[src/epr_pkg.sv]
// Constants for the parallel port register and FIFO front end
package epr_pkg;
    localparam logic [10:0] OFS_DATA = 11'h000;
    localparam logic [10:0] OFS_STATUS = 11'h001;
    localparam logic [10:0] OFS_CONTROL = 11'h002;
    localparam logic [10:0] OFS_FIFO = 11'h400;
    localparam logic [10:0] OFS_CFG_B = 11'h401;
    localparam logic [7:0] DATA_RESET = 8'h00;
    localparam logic [5:0] CTRL_RESET = 6'h00;
    localparam logic [7:0] CFG_A_VALUE = 8'h10;
    localparam int CTRL_STROBE = 0;
    localparam int CTRL_AUTOFD = 1;
    localparam int CTRL_INIT = 2;
    localparam int CTRL_SELIN = 3;
    localparam int CTRL_ACKIE = 4;
    localparam int CTRL_DIR = 5;
    localparam logic [2:0] MODE_STD = 3'h0;
    localparam logic [2:0] MODE_BIDIR = 3'h1;
    localparam logic [2:0] MODE_COMPAT = 3'h2;
    localparam logic [2:0] MODE_ECP = 3'h3;
    localparam logic [2:0] MODE_EPP = 3'h4;
    localparam logic [2:0] MODE_TEST = 3'h6;
    localparam logic [2:0] MODE_CFG = 3'h7;
    localparam int CLK_MHZ = 200;
    localparam int STROBE_SETUP_NS = 500;
    localparam int STROBE_SETUP_CYC = (STROBE_SETUP_NS * CLK_MHZ + 999) / 1000;
    typedef enum logic [2:0] {HS_IDLE, HS_SETUP, HS_STROBE, HS_RELEASE, HS_RX_ACK} epr_hs_t;
endpackage

[src/epr_port.sv]
// Parallel port host registers, shared FIFO and automatic port handshake
module epr_port
    import epr_pkg::*;
#(
    parameter int DEPTH = 16,
    parameter int FREE_THR = 8,
    parameter int FILL_THR = 8,
    parameter logic [2:0] IRQ_SEL = 3'h0,
    parameter logic [2:0] DMA_SEL = 3'h0
) (
    input wire logic ref_clk, // System clock
    input wire logic rst_n, // Async reset
    input wire logic [10:0] addr, // Register offset
    input wire logic wr_en, // Host write strobe
    input wire logic rd_en, // Host read strobe
    input wire logic [7:0] wr_data, // Host write byte
    output logic [7:0] rd_data, // Read byte, next cycle
    input wire logic [2:0] mode, // Mode field
    input wire logic service_clear, // Clears service flag
    output logic service_request_flag, // Service flag
    output logic fifo_full, // FIFO full
    output logic fifo_empty, // FIFO empty
    output logic irq, // Interrupt pulse
    input wire logic [7:0] port_data_in, // Sampled data lines
    output logic [7:0] port_data_out, // Driven data lines
    output logic port_data_oe, // Data lines driven
    output logic strobe_n, // nStrobe
    output logic auto_fd_n, // nAutoFd / HostAck
    output logic init_n, // nInit
    output logic select_in_n, // nSelectIn
    input wire logic fault_n, // nFault
    input wire logic select, // Select
    input wire logic perror, // PError
    input wire logic ack_n, // nAck
    input wire logic busy // Busy
);
    localparam int AW = $clog2(DEPTH);
    localparam int CW = AW + 1;
    localparam logic [CW-1:0] DEPTH_C = CW'(DEPTH);
    localparam logic [CW-1:0] FREE_C = CW'(FREE_THR);
    localparam logic [CW-1:0] FILL_C = CW'(FILL_THR);
    localparam logic [7:0] SETUP_C = 8'(STROBE_SETUP_CYC);

    // Pointers wrap by bit width, so only powers of two are served
    if (DEPTH < 2 || (DEPTH & (DEPTH - 1)) != 0 || FREE_THR < 1 || FREE_THR > DEPTH ||
        FILL_THR < 1 || FILL_THR > DEPTH || STROBE_SETUP_CYC > 255) begin : g_bad
        $error("epr_port: unsupported parameter values");
    end

    logic [7:0] data_latch;
    logic [5:0] ctrl;
    logic [8:0] mem [DEPTH];
    logic [AW-1:0] wr_ptr;
    logic [AW-1:0] rd_ptr;
    logic [CW-1:0] count;
    logic [7:0] last_rd;
    logic ack_prev;
    logic [7:0] tx_byte;
    logic tx_tag;
    logic [7:0] setup_cnt;
    epr_hs_t hs;
    epr_hs_t next_hs;

    // Mode decode
    wire is_std = (mode == MODE_STD);
    wire is_bidir = (mode == MODE_BIDIR);
    wire is_compat = (mode == MODE_COMPAT);
    wire is_ecp = (mode == MODE_ECP);
    wire is_test = (mode == MODE_TEST);
    wire is_cfg = (mode == MODE_CFG);
    wire dir_in = ctrl[CTRL_DIR] & ~(is_std | is_compat);
    wire tx_mode = is_compat | (is_ecp & ~dir_in);
    wire rx_mode = is_ecp & dir_in;
    wire flush = is_std | is_bidir;

    // Access decode; undefined mode/offset pairs fall through with no effect
    wire wr_data_reg = wr_en & (addr == OFS_DATA) & (is_std | is_bidir);
    wire wr_afifo = wr_en & (addr == OFS_DATA) & is_ecp & ~dir_in;
    wire wr_ctrl = wr_en & (addr == OFS_CONTROL);
    wire wr_fifo = wr_en & (addr == OFS_FIFO) & (tx_mode | is_test);
    wire rd_fifo = rd_en & (addr == OFS_FIFO) & (rx_mode | is_test);

    // FIFO control; host writes to a full FIFO are dropped without stalling, reverse bytes wait in HS_IDLE for space
    wire rx_take = (hs == HS_IDLE) & rx_mode & ~ack_n & ~fifo_full;
    wire tx_take = (hs == HS_IDLE) & tx_mode & ~fifo_empty & ~busy;
    wire push = (wr_afifo | wr_fifo | rx_take) & ~fifo_full;
    wire pop = (rd_fifo | tx_take) & ~fifo_empty;
    wire [8:0] push_word = rx_take ? {1'b0, port_data_in} : {wr_afifo, wr_data};
    wire [8:0] head = mem[rd_ptr];
    assign fifo_full = (count == DEPTH_C);
    assign fifo_empty = (count == '0);

    // Service flag; a set in the clearing cycle wins
    wire [CW-1:0] free_bytes = DEPTH_C - count;
    wire svc_mode = is_compat | is_ecp | is_test;
    wire svc_cond = dir_in ? (count >= FILL_C) : (free_bytes >= FREE_C);
    wire svc_hit = svc_mode & svc_cond & (~service_request_flag | service_clear);
    wire ack_rise = ack_n & ~ack_prev;

    // Read data selection
    wire [7:0] status_val = {~busy, ack_n, perror, select, fault_n, 3'h0};
    wire [7:0] fifo_rd_val = fifo_empty ? last_rd : head[7:0];
    wire [7:0] cfg_b_val = {1'b0, irq, IRQ_SEL, DMA_SEL};
    logic [7:0] rd_mux;
    always_comb begin
        rd_mux = 8'h00;
        if (addr == OFS_DATA && (is_std || is_bidir)) begin
            rd_mux = port_data_in;
        end else if (addr == OFS_STATUS) begin
            rd_mux = status_val;
        end else if (addr == OFS_CONTROL) begin
            rd_mux = {2'h0, ctrl};
        end else if (addr == OFS_FIFO && is_cfg) begin
            rd_mux = CFG_A_VALUE;
        end else if (rd_fifo) begin
            rd_mux = fifo_rd_val;
        end else if (addr == OFS_CFG_B && is_cfg) begin
            rd_mux = cfg_b_val;
        end
    end

    // Handshake sequencing; leaving the auto modes aborts a transfer
    always_comb begin
        next_hs = hs;
        case (hs)
            HS_IDLE: begin
                if (tx_take) next_hs = HS_SETUP;
                else if (rx_take) next_hs = HS_RX_ACK;
            end
            HS_SETUP: if (setup_cnt == 8'h00) next_hs = HS_STROBE;
            HS_STROBE: if (busy) next_hs = HS_RELEASE;
            HS_RELEASE: if (!busy) next_hs = HS_IDLE;
            HS_RX_ACK: if (ack_n) next_hs = HS_IDLE;
            default: next_hs = HS_IDLE;
        endcase
        if (!(tx_mode || rx_mode)) next_hs = HS_IDLE;
    end

    // Data lines: latch in SPP modes, head in test mode, sent byte otherwise
    wire [7:0] next_pdo = (is_std | is_bidir) ? data_latch : (is_test ? head[7:0] : tx_byte);

    // Control lines; the automatic handshake owns nStrobe, and nAutoFd in ECP mode only
    wire hs_tx_busy = (hs == HS_SETUP) | (hs == HS_STROBE) | (hs == HS_RELEASE);
    assign strobe_n = hs_tx_busy ? (hs != HS_STROBE) : ~ctrl[CTRL_STROBE];
    assign auto_fd_n = (hs_tx_busy && is_ecp) ? ~tx_tag :
                       rx_mode ? (hs == HS_RX_ACK) : ~ctrl[CTRL_AUTOFD];
    assign select_in_n = ~ctrl[CTRL_SELIN];
    assign init_n = ctrl[CTRL_INIT];
    assign port_data_oe = ~dir_in;

    // Host registers
    always_ff @(posedge ref_clk or negedge rst_n) begin
        if (!rst_n) begin
            data_latch <= DATA_RESET;
            ctrl <= CTRL_RESET;
            rd_data <= 8'h00;
            port_data_out <= 8'h00;
        end else begin
            if (wr_data_reg) data_latch <= wr_data;
            if (wr_ctrl) ctrl <= wr_data[5:0];
            if (rd_en) rd_data <= rd_mux;
            port_data_out <= next_pdo;
        end
    end

    // FIFO storage
    always_ff @(posedge ref_clk) begin
        if (push) mem[wr_ptr] <= push_word;
    end

    // FIFO pointers; SPP modes hold it empty
    always_ff @(posedge ref_clk or negedge rst_n) begin
        if (!rst_n) begin
            wr_ptr <= '0;
            rd_ptr <= '0;
            count <= '0;
            last_rd <= 8'h00;
        end else if (flush) begin
            wr_ptr <= '0;
            rd_ptr <= '0;
            count <= '0;
        end else begin
            if (push) wr_ptr <= wr_ptr + AW'(1);
            if (pop) rd_ptr <= rd_ptr + AW'(1);
            count <= count + CW'(push) - CW'(pop);
            if (rd_fifo && pop) last_rd <= head[7:0];
        end
    end

    // Service flag and interrupt pulse
    always_ff @(posedge ref_clk or negedge rst_n) begin
        if (!rst_n) begin
            service_request_flag <= 1'b0;
            irq <= 1'b0;
            ack_prev <= 1'b1;
        end else begin
            service_request_flag <= svc_hit | (service_request_flag & ~service_clear);
            irq <= (ack_rise & ctrl[CTRL_ACKIE]) | svc_hit;
            ack_prev <= ack_n;
        end
    end

    // Handshake state
    always_ff @(posedge ref_clk or negedge rst_n) begin
        if (!rst_n) begin
            hs <= HS_IDLE;
            tx_byte <= 8'h00;
            tx_tag <= 1'b0;
            setup_cnt <= 8'h00;
        end else begin
            hs <= next_hs;
            if (tx_take) begin
                tx_byte <= head[7:0];
                tx_tag <= head[8];
                setup_cnt <= SETUP_C - 8'h01;
            end else if (hs == HS_SETUP && setup_cnt != 8'h00) begin
                setup_cnt <= setup_cnt - 8'h01;
            end
        end
    end
endmodule

[config.mk]
export PLATFORM = sky130hd
export DESIGN_NAME = epr_port
export DESIGN_NICKNAME = d
export VERILOG_FILES = /design/src/epr_pkg.sv /design/src/epr_port.sv
export SDC_FILE = /design/constraint.sdc
export NUM_CORES = 1
export LEC_CHECK = 0
export ABC_AREA = 1
export BUFFER_PORTS_ARGS = -buffer_cell sky130_fd_sc_hd__buf_2
export CORE_MARGIN = 1
export CORE_UTILIZATION = 50
export DETAILED_ROUTE_END_ITERATION = 16
export PLACE_DENSITY = 0.77
export SLEW_MARGIN = 20
export SYNTH_ARGS = -nofsm -noshare
export SYNTH_HDL_FRONTEND = slang
export SYNTH_SLANG_ARGS = --single-unit
[constraint.sdc]
create_clock -name ref_clk -period 3.7 [get_ports ref_clk]
set_input_delay 0.185 -clock ref_clk [delete_from_list [all_inputs] [get_ports ref_clk]]
set_output_delay 0.185 -clock ref_clk [all_outputs]
set_load 0.02 [all_outputs]
# Yosys cells after proc, flatten, opt, wreduce, memory -nomap -nowiden
# Memory sizes are Yosys's and may differ from the RTL's.
# Cells that the tools add are included.
[totals]
regBits = 74
latch_bits = 0
mem_bits_rw = 144
rom_bits = 0
in_bits = 40
output_inout_bits = 25
wordCells = 148
mem_count = 1
[memory_table]
columns = ["name", "depth", "width", "read_ports", "rd_clocked_by_memory_dff", "write_ports", "line", "source"]
rows = [
  ["mem", 16, 9, 1, 0, 1, "epr_port.sv:52", "logic [8:0] mem [DEPTH];"],
]
[op_classes]
addsub = 6
multipliers = 0
div = 0
order_cmp = 2
n_eq_ne = 20
n_shift = 0
mux = 31
bitwise_logic = 54
n_reduce_logical = 19
[op_table]
columns = ["operator", "n"]
rows = [
  ["8-bit 2-to-1 mux", 10],
  ["1-bit bitwise AND", 25],
  ["11-bit equality test (second input constant)", 2],
  ["3-bit 2-to-1 mux", 7],
  ["4-bit 2-to-1 mux", 4],
  ["1-bit bitwise OR", 15],
  ["3-bit one-hot mux with 5 select lines", 1],
  ["1-bit NOT", 14],
  ["3-bit by 2-bit equality test with 1-bit output (second input constant)", 4],
  ["3-bit inequality test (second input constant)", 4],
  ["11-bit by 1-bit equality test with 1-bit output (second input constant)", 1],
  ["11-bit by 2-bit equality test with 1-bit output (second input constant)", 1],
  ["11-bit logical NOT", 1],
  ["5-bit by 4-bit >= comparator with 1-bit output (second input constant)", 2],
  ["3-bit equality test (second input constant)", 3],
  ["9-bit 2-to-1 mux", 1],
  ["4-bit by 1-bit adder with 4-bit output (second input constant)", 2],
  ["8-bit logical NOT", 1],
  ["8-bit nonzero test", 1],
  ["8-bit by 1-bit subtractor with 8-bit output (second input constant)", 1],
  ["7-bit 2-to-1 mux", 1],
  ["3-bit by 1-bit equality test with 1-bit output (second input constant)", 2],
  ["1-bit logical AND", 6],
  ["3-bit logical NOT", 2],
  ["other kinds (13)", 21],
]

# Logic depth before layout (Yosys ltp)
[depth]
word_depth = 15
depth_mapped = 18
depth_no_buf = 18

# Worst setup path before layout
# Ideal clock, no wire load.
[synth_path]
path_type = "reg2reg"
startpoint = "register count[3]"
endpoint = "register count[4]"
setup_time_ps = 132
arrival_time_ps = 2854
path_slack_ps = 714
stages_incl_launch_ff = 18
n_path_buf = 0
synth_period_minus_slack_ps = 2986
path_cell_list = "dfrtp_1 -> inv_1 -> ha_1 -> nor3b_1 -> ha_1 -> clkinv_1 -> nand3_2 -> nand2_4 -> inv_1 -> nand2_1 -> nand2_1 -> ha_1 -> inv_1 -> fa_1 -> o21ai_0 -> a21oi_1 -> xnor2_1 -> nor2_1"
[synth_between]
elab_chain_cells = 8
[synth_rtl]
columns = ["element", "line", "source"]
rows = [
  ["start: declaration", "epr_port.sv:55", "logic [CW-1:0] count;"],
  ["start signal: assignment", "epr_port.sv:185", "count <= count + CW'(push) - CW'(pop);"],
  ["5-bit logical NOT (*)", "epr_port.sv:91", "assign fifo_empty = (count == '0);"],
  ["named net fifo_empty", "epr_port.sv:22", "output logic fifo_empty,"],
  ["1-bit NOT (*)", "epr_port.sv:85, epr_port.sv:87", ""],
  ["1-bit bitwise AND (2 in series)", "epr_port.sv:85", "wire tx_take = (hs == HS_IDLE) & tx_mode & ~fifo_empty & ~busy;"],
  ["1-bit bitwise OR", "epr_port.sv:87", "wire pop = (rd_fifo | tx_take) & ~fifo_empty;"],
  ["1-bit bitwise AND (*)", "epr_port.sv:87", ""],
  ["5-bit by 1-bit subtractor with 5-bit output (*)", "epr_port.sv:185", ""],
  ["5-bit 2-to-1 mux (*)", "epr_port.sv:178", "end else if (flush) begin"],
]
# Mark *: on every way through the listed nets, which the timed path passes. The rest lies on a longest branch.
# A chain may end at the register's enable or synchronous reset.

# Worst setup path after layout
[layout_path]
startpoint = "register count[3]"
endpoint = "register count[4]"
[layout_between]
elab_chain_cells = 8
[layout_rtl]
columns = ["element", "line"]
rows = [
  ["5-bit equality test / 5-bit logical NOT (equally long branches)", "epr_port.sv:90, epr_port.sv:91"],
  ["1-bit NOT (on tied branches)", "n/a"],
  ["1-bit bitwise AND (on tied branches)", "epr_port.sv:84, epr_port.sv:85"],
  ["1-bit bitwise OR / 1-bit bitwise AND (equally long branches)", "epr_port.sv:86, epr_port.sv:85"],
  ["1-bit bitwise AND / 1-bit bitwise OR (equally long branches)", "epr_port.sv:86, epr_port.sv:87"],
  ["5-bit by 1-bit adder with 5-bit output / 1-bit bitwise AND (equally long branches)", "epr_port.sv:185, epr_port.sv:87"],
  ["5-bit by 1-bit subtractor with 5-bit output (*)", "epr_port.sv:185"],
  ["5-bit 2-to-1 mux (*)", "epr_port.sv:178"],
]
# Mark *: on every way between the ends. The rest lies on a longest branch, timed or not.

==> flow_summary.json <==
{
  "fin_crit_ps": 3113,
  "holdPathEnd": "data_latch[3]",
  "rsz0062_at_grt": "false",
  "reg2reg_from": "count[3]",
  "vias": 7495,
  "clock_latency_ps": 510,
  "cap_violations": 0,
  "tns_ps": 0,
  "worstPathArrival_ps": 3500,
  "synth_xor_area_frac": 0.005243,
  "crit_path_end_kind": "flop",
  "route.detailed.wl_per_inst_um": 16.95,
  "syn_area_per_cell_um2": 9.806,
  "vdd_drop_max_mv": 0.3002,
  "cts_sinks": 218,
  "coreArea_um2": 19530,
  "ios": 65,
  "pre_cts_ws_ps": 616.3,
  "row_count": 51,
  "synth_simple_gate_area_share": 0.1923,
  "p_switching_w": 0.001925,
  "cts_buffers": 23,
  "r2r_end": "count[4]",
  "final_cell_mix": "nand2_1 (196), edfxtp_1 (144), nor2_1 (124)",
  "stdcell_area_um2": 11510,
  "antenna_cells": 0,
  "synth_compound_area_frac": 0.09938,
  "n_fill_cell": 1620,
  "synthAdderAreaFrac": 0.02322,
  "setup_viol": 0,
  "first_pass_iters": 5,
  "syn_inst": 1022,
  "critical_path_class": "reg -> reg",
  "clk_path_buf_depth": 3,
  "drt_iter0_drc": 628,
  "syn_area_um2": 10020,
  "place.gp.congestion": 0.8900,
  "cts_tree": "done",
  "synth_top_family_by_area": "simple AND/OR/NAND/NOR gates",
  "port_buffers": 64,
  "hold_class": "in -> reg",
  "syn2layout_area_growth_pct": 14.84,
  "synth_seq_area_share": 0.6164,
  "grt.total_usage": 0.2350,
  "synth_seq_cells": 218,
  "clockPowerShare": 0.357,
  "p_comb_frac": 0.211,
  "intPower_w": 0.004606,
  "die_y_um": 143.6,
  "hpwl_um": 15620,
  "finalCritPeriodShare": 0.8415,
  "finalNetCount": 1161,
  "ys_warn_count": 0,
  "worstHoldPathCells": 3,
  "cts_max_level": 1,
  "grt_overflow": 0,
  "drive_above_1_share": 0.1316,
  "path_clk_slew_ps": 60,
  "grt_max_degree": 94,
  "ctsResizeCount": 0,
  "cp.required_ps": 4090,
  "power_density_nw_per_um2": 567.5,
  "rrSetupSlack_ps": 590,
  "seqPwrFrac": 0.432,
  "drc": 0,
  "dieArea_um2": 20610,
  "switching_share": 0.2948,
  "cp_max_fo": 19,
  "start_util": 0.5133,
  "vias_per_cell": 5.423,
  "synth_flop_cell": "edfxtp_1",
  "outcome": "completed",
  "synth_nets": 1080,
  "ant_nets": 0,
  "worst_slack_ps": 586.6,
  "final_common_cell": "nand2_1",
  "final_max_slew_viol_count": 0,
  "start_kind": "flop",
  "synth.distinct_cells": 41,
  "clock-root-buffer": "clkbuf_16",
  "synthArstFlopShare": 0.3394,
  "power.total_w": 0.006531,
  "tightest_slew_ps": 935.5,
  "hold_viol": 0,
  "reg2reg_depth": 17,
  "grt_pass1_vias": 7052,
  "antenna_found_initial": 0,
  "synth_edf_count": 144,
  "clock_skew_ps": 17.00,
  "holdWs_ps": 21.45,
  "grt_first_pass_wirelength_um": 36960,
  "place_area_um2": 10650,
  "die_w_um": 143.6,
  "min_from": "wr_data[3]",
  "wl_um": 23430,
  "leakage_nw": 4.941,
  "slew_headroom": 0.3763,
  "timing.fmax_mhz": 321.2,
  "muxShareOfSynthArea": 0
}
layer usage:
layer	routed length (um)	track usage	vias up
met5	0	0	-
met4	639	0.08175	0
met2	11170	0.3807	255
met3	1714	0.04099	51
met1	9901	0.3196	3594
li1	-	-	3595
cells by family (layout without fill, tap and decap cells):
logic type | count (synthesis) | count (layout)
simple gates | 443 | 443
flops | 218 | 218
compound gates | 178 | 178
buf+inv | 159 | 254
fa+ha+maj | 18 | 18
xor+xnor | 6 | 6
what timing repair did:
item,in CTS,in global routing
buffers inserted,0,0
hold endpoints to repair,86,0
hold buffers,10,0
Yosys cell counts, drive strengths merged, types with 2 or more instances:
| library cell | instances | share of area |
|---|---|---|
| o22ai | 3 | 0.0019 |
| clkbuf | 15 | 0.0057 |
| ha | 17 | 0.021 |
| dfrtp | 73 | 0.18 |
| nand3b | 5 | 0.0041 |
| nor3 | 9 | 0.0050 |
| nand2 | 204 | 0.080 |
| edfxtp | 144 | 0.43 |
| o211ai | 34 | 0.025 |
| nor2 | 128 | 0.050 |
| nand3 | 89 | 0.047 |
| buf | 24 | 0.013 |
| inv | 116 | 0.044 |
| a21oi | 25 | 0.012 |
| xor2 | 5 | 0.0044 |
| nand4 | 4 | 0.0040 |
| clkinv | 4 | 0.0015 |
| a31oi | 2 | 0.0012 |
| or2 | 3 | 0.0019 |
| o21ai | 110 | 0.055 |
| o221ai | 3 | 0.0026 |
registers in the layout (all words and copies together) (netlist names):
| name | cells |
|---|---|
| tx_byte | 8 |
| rd_ptr | 4 |
| ack_prev | 1 |
| wr_ptr | 4 |
| data_latch | 8 |
| last_rd | 8 |
| port_data_out | 8 |
| ctrl | 6 |
| irq | 1 |
| mem | 144 |
| tx_tag | 1 |
| count | 5 |
| setup_cnt | 8 |
| service_request_flag | 1 |
| rd_data | 8 |
| hs | 3 |
how the worst max path moves through the flow:
stage / endpoint / startpoint / depth (start not counted)
6_report: count[4] / count[3] / 17
5_1_grt: count[4] / count[3] / 17
4_1_cts: count[4] / count[3] / 17
3_5_place_dp: count[4] / count[3] / 17
3_3_place_gp: count[4] / count[3] / 17
2_1_floorplan: count[4] / count[3] / 17
final cells by class:
cell class                 instances  area (um^2)  share of cell area
sequential                       218         6178              0.5368
inverter                         120        452.9             0.03935
timing repair buffer              95        580.6             0.05044
clock inverter                    14        175.2             0.01522
clock buffer                      25        583.1             0.05066
multi-input combinational        645         3208              0.2787
tap                              265        331.6             0.02881
worst max-delay path, stage by stage, from the launching register on:
cell	delay, ps
dfrtp_1	380
inv_1	140
ha_1	170
nor3b_1	260
ha_1	220
inv_1	100
nand3_4	200
nand3b_2	130
nand2_4	110
nand2_1	90
nand2_1	80
ha_1	170
inv_1	50
fa_1	400
o21ai_0	200
a21oi_1	100
xnor2_1	150
nor2_1	50
power groups by stage:
stage,Combinational (W),Sequential (W),Clock (W)
2_1_floorplan,0.000908,0.00291,0
3_3_place_gp,0.00132,0.00286,0
6_report,0.00138,0.00282,0.00233
5_1_grt,0.00156,0.00284,0.00245
3_5_place_dp,0.00136,0.00287,0
4_1_cts,0.00138,0.00282,0.00234
metrics by stage:
stage / utilization / instances
final: 0.5895 / 1382
after global routing: 0.5895 / 1382
after CTS: 0.5895 / 1382
after detailed placement: 0.5455 / 1333
after global placement: 0.5455 / 1333
after floorplan: - / 1022
Note: power is estimated with default switching activity, not from simulation.
